File: src/core/agrb_pkg.sv
// package: register map, field layout and probe formats of the gain readback/test/probe bank
package agrb_pkg;

  localparam int ADDR_W   = 5;
  localparam int DATA_W   = 8;
  localparam int TEST_W   = 14;
  localparam int PROBE_W  = 20;
  localparam int LEVEL_W  = 8;
  localparam int NCO_COS_W = 17;
  localparam int NCO_RND_W = 15;
  localparam int CIC_W    = 9;

  localparam logic [4:0] ADDR_LEVEL_A  = 5'h19;
  localparam logic [4:0] ADDR_LEVEL_B  = 5'h1A;
  localparam logic [4:0] ADDR_TEST_LO  = 5'h1B;
  localparam logic [4:0] ADDR_TEST_HI  = 5'h1C;
  localparam logic [4:0] ADDR_SPARE_1  = 5'h1D;
  localparam logic [4:0] ADDR_SPARE_2  = 5'h1E;
  localparam logic [4:0] ADDR_PROBE    = 5'h1F;

  localparam int TEST_HI_W      = 6;
  localparam int PROBE_EN_BIT   = 0;
  localparam int PROBE_SEL_LSB  = 1;
  localparam int PROBE_SEL_W    = 5;

  localparam logic [7:0] TEST_LO_RST  = 8'h00;
  localparam logic [5:0] TEST_HI_RST  = 6'h00;
  localparam logic [5:0] PROBE_RST    = 6'h00;

  // selector code groups
  localparam logic [4:0] SEL_FIR_LAST = 5'h07;
  localparam logic [4:0] SEL_COS_LAST = 5'h0B;
  localparam logic [4:0] SEL_RND_LAST = 5'h0F;

  typedef struct packed {
    logic              wr;
    logic              rd;
    logic [ADDR_W-1:0] addr;
    logic [DATA_W-1:0] wdata;
  } agrb_req_t;

  typedef struct packed {
    logic [PROBE_W-1:0] fir_in_a0;
    logic [PROBE_W-1:0] fir_in_a1;
    logic [PROBE_W-1:0] fir_in_b0;
    logic [PROBE_W-1:0] fir_in_b1;
    logic [PROBE_W-1:0] fir_out_a0;
    logic [PROBE_W-1:0] fir_out_a1;
    logic [PROBE_W-1:0] fir_out_b0;
    logic [PROBE_W-1:0] fir_out_b1;
    logic [NCO_COS_W-1:0] nco_cos_a0;
    logic [NCO_COS_W-1:0] nco_cos_a1;
    logic [NCO_COS_W-1:0] nco_cos_b0;
    logic [NCO_COS_W-1:0] nco_cos_b1;
    logic [NCO_RND_W-1:0] nco_rnd_a0;
    logic [NCO_RND_W-1:0] nco_rnd_a1;
    logic [NCO_RND_W-1:0] nco_rnd_b0;
    logic [NCO_RND_W-1:0] nco_rnd_b1;
    logic [CIC_W-1:0]     cic_a;
    logic [CIC_W-1:0]     cic_b;
  } agrb_taps_t;

endpackage

File: src/core/agrb_sync.sv
// two flip-flop synchroniser for a pin bus
module agrb_sync #(
  parameter int W = 14
) (
  // clock and reset
  input  wire logic         ref_clk_i,
  input  wire logic         reset_n_i,
  // data
  input  wire logic [W-1:0] async_i,
  output logic      [W-1:0] sync_o
);
  logic [W-1:0] meta_q;
  logic [W-1:0] sync_q;

  // a zero-width bus has nothing to carry
  if (W < 1) begin : g_bad_width
    $error("agrb_sync: W must be at least 1");
  end

  always_ff @(posedge ref_clk_i or negedge reset_n_i) begin
    if (!reset_n_i) begin
      meta_q <= '0;
      sync_q <= '0;
    end else begin
      meta_q <= async_i;
      sync_q <= meta_q;
    end
  end

  assign sync_o = sync_q;
endmodule

File: src/core/agrb_probe_mux.sv
// probe selector: formats the chosen internal node into the 20-bit probe word
module agrb_probe_mux
  import agrb_pkg::*;
(
  // clock and reset
  input  wire logic                     ref_clk_i,
  input  wire logic                     reset_n_i,
  // control
  input  wire logic                     enable_i,
  input  wire logic [PROBE_SEL_W-1:0]   select_i,
  input  wire agrb_pkg::agrb_taps_t     taps_i,
  // probe word
  output logic      [PROBE_W-1:0]       probe_o
);
  import agrb_pkg::*;

  logic [PROBE_W-1:0] fir_tab [8];
  logic [NCO_COS_W-1:0] cos_tab [4];
  logic [NCO_RND_W-1:0] rnd_tab [4];
  logic [PROBE_W-1:0] pick;
  logic [PROBE_W-1:0] probe_q;

  assign fir_tab[0] = taps_i.fir_out_b0;
  assign fir_tab[1] = taps_i.fir_out_b1;
  assign fir_tab[2] = taps_i.fir_out_a0;
  assign fir_tab[3] = taps_i.fir_out_a1;
  assign fir_tab[4] = taps_i.fir_in_b0;
  assign fir_tab[5] = taps_i.fir_in_b1;
  assign fir_tab[6] = taps_i.fir_in_a0;
  assign fir_tab[7] = taps_i.fir_in_a1;
  assign cos_tab[0] = taps_i.nco_cos_a0;
  assign cos_tab[1] = taps_i.nco_cos_a1;
  assign cos_tab[2] = taps_i.nco_cos_b0;
  assign cos_tab[3] = taps_i.nco_cos_b1;
  assign rnd_tab[0] = taps_i.nco_rnd_a0;
  assign rnd_tab[1] = taps_i.nco_rnd_a1;
  assign rnd_tab[2] = taps_i.nco_rnd_b0;
  assign rnd_tab[3] = taps_i.nco_rnd_b1;

  wire is_cic = select_i[4];
  wire is_fir = !is_cic && (select_i <= SEL_FIR_LAST);
  wire is_cos = !is_cic && !is_fir && (select_i <= SEL_COS_LAST);
  wire [PROBE_W-1:0] fir_word = fir_tab[select_i[2:0]];
  wire [PROBE_W-1:0] cos_word = {cos_tab[select_i[1:0]], 3'h0};
  wire [PROBE_W-1:0] rnd_word = {rnd_tab[select_i[1:0]], 5'h00};
  wire [PROBE_W-1:0] cic_word = {taps_i.cic_a, taps_i.cic_b, 2'h0};

  assign pick = is_cic ? cic_word :
                is_fir ? fir_word :
                is_cos ? cos_word : rnd_word;

  // probe sits at zero while disabled so no internal node leaks out
  always_ff @(posedge ref_clk_i or negedge reset_n_i) begin
    if (!reset_n_i) begin
      probe_q <= '0;
    end else begin
      probe_q <= enable_i ? pick : '0;
    end
  end

  assign probe_o = probe_q;
endmodule

File: src/core/agrb_regs.sv
// gain-loop readback, test input word and probe control register bank
//
// Function
// - read A returns channel A integrator MSBs
// - read B returns channel B integrator MSBs
// - test mode replaces both pin sample buses
// - test word low 27, high 28
// - address 31 bit 0 enables probe
// - bits 5:1 of 31 select probe node
// - low codes route FIR one taps
// - NCO cosine tap, 17 bits, 3 zeros
// - NCO rounded tap, 15 bits, 5 zeros
// - codes 16-31 route gain CIC output
//
// Implementation choice: strobed register access.
module agrb_regs
  import agrb_pkg::*;
(
  // clock and reset
  input  wire logic                   ref_clk_i,
  input  wire logic                   reset_n_i,
  // register port
  input  wire agrb_pkg::agrb_req_t    req_i,
  output logic [agrb_pkg::DATA_W-1:0] rdata_o,
  // gain loop integrator levels
  input  wire logic [agrb_pkg::LEVEL_W-1:0] gain_loop_level_a_i,
  input  wire logic [agrb_pkg::LEVEL_W-1:0] gain_loop_level_b_i,
  // sample path
  input  wire logic                   test_source_sel_i,
  input  wire logic [agrb_pkg::TEST_W-1:0] channel_a_sample_bus_i,
  input  wire logic [agrb_pkg::TEST_W-1:0] channel_b_sample_bus_i,
  output logic [agrb_pkg::TEST_W-1:0] channel_a_samples_o,
  output logic [agrb_pkg::TEST_W-1:0] channel_b_samples_o,
  // probe
  input  wire agrb_pkg::agrb_taps_t   taps_i,
  output logic                        probe_enable_o,
  output logic [agrb_pkg::PROBE_W-1:0] probe_o
);
  import agrb_pkg::*;

  logic [7:0]           test_lo_q;
  logic [TEST_HI_W-1:0] test_hi_q;
  logic [5:0]           probe_ctl_q;
  logic [DATA_W-1:0]    rdata_q;
  logic [1:0]           test_sel_s;
  wire  [TEST_W-1:0]    pin_bus [2];

  assign pin_bus[0] = channel_a_sample_bus_i;
  assign pin_bus[1] = channel_b_sample_bus_i;

  always_ff @(posedge ref_clk_i or negedge reset_n_i) begin
    if (!reset_n_i) begin
      test_sel_s <= 2'h0;
    end else begin
      test_sel_s <= {test_sel_s[0], test_source_sel_i};
    end
  end

  // write decode; spare addresses have no storage behind them
  wire wr_lo    = req_i.wr && (req_i.addr == ADDR_TEST_LO);
  wire wr_hi    = req_i.wr && (req_i.addr == ADDR_TEST_HI);
  wire wr_probe = req_i.wr && (req_i.addr == ADDR_PROBE);

  wire [TEST_W-1:0] test_word = {test_hi_q, test_lo_q};
  wire              test_on   = test_sel_s[1];

  logic [DATA_W-1:0] rd_mux;
  always_comb begin
    if (req_i.addr == ADDR_LEVEL_A) begin
      rd_mux = gain_loop_level_a_i;
    end else if (req_i.addr == ADDR_LEVEL_B) begin
      rd_mux = gain_loop_level_b_i;
    end else if (req_i.addr == ADDR_TEST_LO) begin
      rd_mux = test_lo_q;
    end else if (req_i.addr == ADDR_TEST_HI) begin
      rd_mux = {2'h0, test_hi_q};
    end else if (req_i.addr == ADDR_PROBE) begin
      rd_mux = {2'h0, probe_ctl_q};
    end else begin
      rd_mux = 8'h00;
    end
  end

  always_ff @(posedge ref_clk_i or negedge reset_n_i) begin
    if (!reset_n_i) begin
      test_lo_q   <= TEST_LO_RST;
      test_hi_q   <= TEST_HI_RST;
      probe_ctl_q <= PROBE_RST;
    end else begin
      if (wr_lo) test_lo_q <= req_i.wdata;
      if (wr_hi) test_hi_q <= req_i.wdata[TEST_HI_W-1:0];
      if (wr_probe) probe_ctl_q <= req_i.wdata[5:0];
    end
  end

  // read data stand only in the cycle after the strobe
  always_ff @(posedge ref_clk_i or negedge reset_n_i) begin
    if (!reset_n_i) begin
      rdata_q <= 8'h00;
    end else begin
      rdata_q <= req_i.rd ? rd_mux : 8'h00;
    end
  end

  // pin buses arrive from the converters, outside this clock's timing
  for (genvar ch = 0; ch < 2; ch++) begin : g_chan
    logic [TEST_W-1:0] pin_s;
    logic [TEST_W-1:0] samp_q;

    agrb_sync #(.W(TEST_W)) u_sync (
      .ref_clk_i (ref_clk_i),
      .reset_n_i (reset_n_i),
      .async_i   (pin_bus[ch]),
      .sync_o    (pin_s)
    );

    always_ff @(posedge ref_clk_i or negedge reset_n_i) begin
      if (!reset_n_i) begin
        samp_q <= '0;
      end else begin
        samp_q <= test_on ? test_word : pin_s;
      end
    end
  end

  agrb_probe_mux u_probe (
    .ref_clk_i (ref_clk_i),
    .reset_n_i (reset_n_i),
    .enable_i  (probe_ctl_q[PROBE_EN_BIT]),
    .select_i  (probe_ctl_q[PROBE_SEL_LSB +: PROBE_SEL_W]),
    .taps_i    (taps_i),
    .probe_o   (probe_o)
  );

  logic probe_en_q;
  always_ff @(posedge ref_clk_i or negedge reset_n_i) begin
    if (!reset_n_i) begin
      probe_en_q <= 1'b0;
    end else begin
      probe_en_q <= probe_ctl_q[PROBE_EN_BIT];
    end
  end

  assign rdata_o             = rdata_q;
  assign channel_a_samples_o = g_chan[0].samp_q;
  assign channel_b_samples_o = g_chan[1].samp_q;
  assign probe_enable_o      = probe_en_q;
endmodule

File: config.mk
export PLATFORM = sky130hd
export DESIGN_NAME = agrb_regs
export DESIGN_NICKNAME = d
export VERILOG_FILES = /design/src/core/agrb_pkg.sv /design/src/core/agrb_sync.sv /design/src/core/agrb_probe_mux.sv /design/src/core/agrb_regs.sv
export SDC_FILE = /design/constraint.sdc
export NUM_CORES = 1
export LEC_CHECK = 0
export BUFFER_PORTS_ARGS = -buffer_cell sky130_fd_sc_hd__buf_2
export CAP_MARGIN = 10
export CORE_AREA = 2 2 165 167
export DETAILED_ROUTE_END_ITERATION = 10
export DIE_AREA = 0 0 167 169
export PLACE_DENSITY = 0.53
export SLEW_MARGIN = 30
export SYNTH_ARGS = -nofsm -noshare
export SYNTH_HDL_FRONTEND = slang
export SYNTH_SLANG_ARGS = --single-unit
File: constraint.sdc
create_clock -name ref_clk_i -period 5.2 [get_ports ref_clk_i]
set_clock_uncertainty 0.15 [all_clocks]
set_input_delay 1.04 -clock ref_clk_i [delete_from_list [all_inputs] [get_ports ref_clk_i]]
set_output_delay 1.04 -clock ref_clk_i [all_outputs]
set_load 0.005 [all_outputs]
==> reports/results.txt <==
most common cell after layout, fill and taps aside: buf_2
Die Ht: 169 um
Post-synth ARST share: 100%
unrepaired setup endpoints after global routing: no
# rows: 60
share of layout cells above drive strength 1: 46.1%
starting density of the core: 26.0%
total gr overflow: 0
post-DR wirelength/cell: 18.5 um
vias per cell: 4.59
worst reg2reg startpoint: probe_ctl_q[2]
Total Wirelength: 25800 um
Root Buffer: clkbuf_16
Mapped Avg Cell Area: 10.9 sq um
P&R area growth vs syn: 43.6%
CP Max Fanout: 18
vias in the first global route: 6364
worst-skew pair later-pin latency: 0.42 ns
critical path class: register to register
CTS Buffer Depth: 2
Worst-path clk slew: 0.07 ns
Ports: 425
peak supply drop: 0.157 mV
Cell Area, Synth: 6900 sq um
fmax: 379 MHz
worst hold slack: 0.194 ns
first-pass GRT wire length: 37600 um
Final period util: 50.8%
Tightest Pin Transition: 0.862 ns
EDFF count, synth: 0
Initial DRC Count: 342
Critical Path Sink Type: register
dpl hpwl: 20600 um
DRC violations left: 0
count of final setup violators: 0
post-CTS setup buffers: 0
IO Port Bufs: 424
post_cts resized: 0
post-synthesis sequential area ratio: 49.0%
Worst Setup SP: probe_ctl_q[2]
Worst Hold Launch: g_chan[0].u_sync.meta_q[2]
Hold Vio Cnt, Final: 0
total of warnings raised by yosys: 0
Seq cells post-synth: 135
power density cells: 334 nW/um^2
count of pins over their slew limit: 0
CTS Buf Count: 17
chip width: 167 um
status: finished clean
Post-Syn Instances: 632
htree depth: 4
Reg2Reg Setup Slack: 2.56 ns
Synth Flop Type: dfrtp_1
fin nets: 1407
floorplan core area: 26500 sq um
pin count of the biggest net entering global routing: 101
drt pass-1 iters: 5
clock tree sinks: 135
leakage: 5.05 nW
CTS tree: built
crit path launch type: register
GP Congestion: 0.863
Fill cells: 2723
DR vias: 6404
initial antenna violation count: 6
critical path data arrival time: 2.79 ns
TNS Setup: 0 ns
GRT Resource Usage Total: 17.5%
library cells used by synthesis: 31
DRT antenna net count: 0
post-layout min period: 2.64 ns
maxcap violations: 0
most frequent cells in the layout: buf_2, dfrtp_1, mux2i_1
Worst slew margin: 42.4%
Die Area: 28200 sq um
HP Class: register to register
hold_buf cts: 0
WP data required: 5.35 ns
Synthesized Nets: 1000
-- path summary, 6_finish.rpt --
check	endpoint	cells past startpoint
max	u_probe.probe_o[18]	5
max in group asynchronous	channel_a_samples_o[10]	2
min in group asynchronous	g_chan[1].u_sync.meta_q[1]	1
max reg2reg	u_probe.probe_o[18]	5
min reg2reg	g_chan[0].u_sync.sync_o[2]	0
min	g_chan[0].u_sync.sync_o[2]	0
-- synth_stat cells, types with 6 or more instances --
library cell / instances / area share [%]
dfrtp_1: 135 / 49
mux2i_1: 125 / 18
nand2_1: 63 / 3.4
nand3_1: 51 / 3.7
a21oi_1: 44 / 3.2
o21ai_1: 31 / 2.2
a22oi_1: 30 / 3.3
inv_1: 30 / 1.6
clkbuf_1: 22 / 1.2
mux2_1: 19 / 3.1
mux4_2: 12 / 3.9
buf_2: 11 / 0.80
buf_4: 9 / 0.98
nor2b_1: 7 / 0.63
o21ai_0: 7 / 0.51
a22o_1: 6 / 0.76
nor2_1: 6 / 0.33
o21a_1: 6 / 0.65
-- critical path, cell delays in order, from the launching register on --
cell and delay, ns:
dfrtp_1 0.85, and2_1 0.74, buf_4 0.34, a22oi_1 0.11
nand3_1 0.20, nand3_1 0.11
-- state kept, by name, summed over array words and instances, names as in the netlist --
name	count
channel_a_samples_o	14
rdata_o	8
test_lo_q	8
test_sel_s	2
probe_ctl_q	6
g_chan.u_sync.sync_o	28
channel_b_samples_o	14
g_chan.u_sync.meta_q	28
test_hi_q	6
probe_enable_o	1
u_probe.probe_o	20
-- metrics by stage --
step | setup slack [ns] | std cells | instance area (sq um) | utilization (%) | power (mW)
6_report | 2.56 | 1395 | 9910 | 37.4 | 3.31
5_1_grt | 2.41 | 1395 | 9910 | 37.4 | 3.49
4_1_cts | 2.53 | 1393 | 9900 | 37.4 | 3.36
3_5_place_dp | 2.54 | 1361 | 9310 | 35.1 | 2.14
3_3_place_gp | 2.59 | 1361 | 9310 | 35.1 | 2.13
2_1_floorplan | 2.88 | 632 | 6900 | - | 1.76
-- metal layers --
metal | GRT usage (%) | routed length (um) | share of wire [%] | vias to the layer above
met2 | 28.8 | 12600 | 49 | 259
met1 | 23.6 | 11300 | 44 | 3033
met4 | 4.01 | 178 | 0.69 | 6
met3 | 3.93 | 1630 | 6.3 | 18
li1 | - | - | - | 3088
met5 | 0 | 44 | 0.17 | -
-- cell type report --
class                   instances  area (sq um)  area share, %
multi-input cells             424          3200           32.3
clock inverters                15           160           1.62
inverters                      30           113           1.14
diodes                          2          5.00         0.0505
flip-flops and latches        135          3380           34.1
clock buffers                  17           425           4.29
well taps                     341           427           4.31
repair buffers                431          2200           22.2
-- where the power goes --
part           total (mW)  internal (mW)  switching [mW]
logic               0.835          0.410           0.425
registers            1.27           1.16           0.110
clock network        1.20          0.681           0.521
total                3.31           2.25            1.06
-- cells by family after synthesis --
logic type / Yosys count / share of synthesized area [%]
multiplexers: 156 / 25.2
AND/OR/NAND/NOR: 140 / 9.83
flip-flops: 135 / 49.0
AO/OA/AOI/OAI: 128 / 11.3
buffers and inverters: 73 / 4.77
Power figures use the tool's default switching activity.
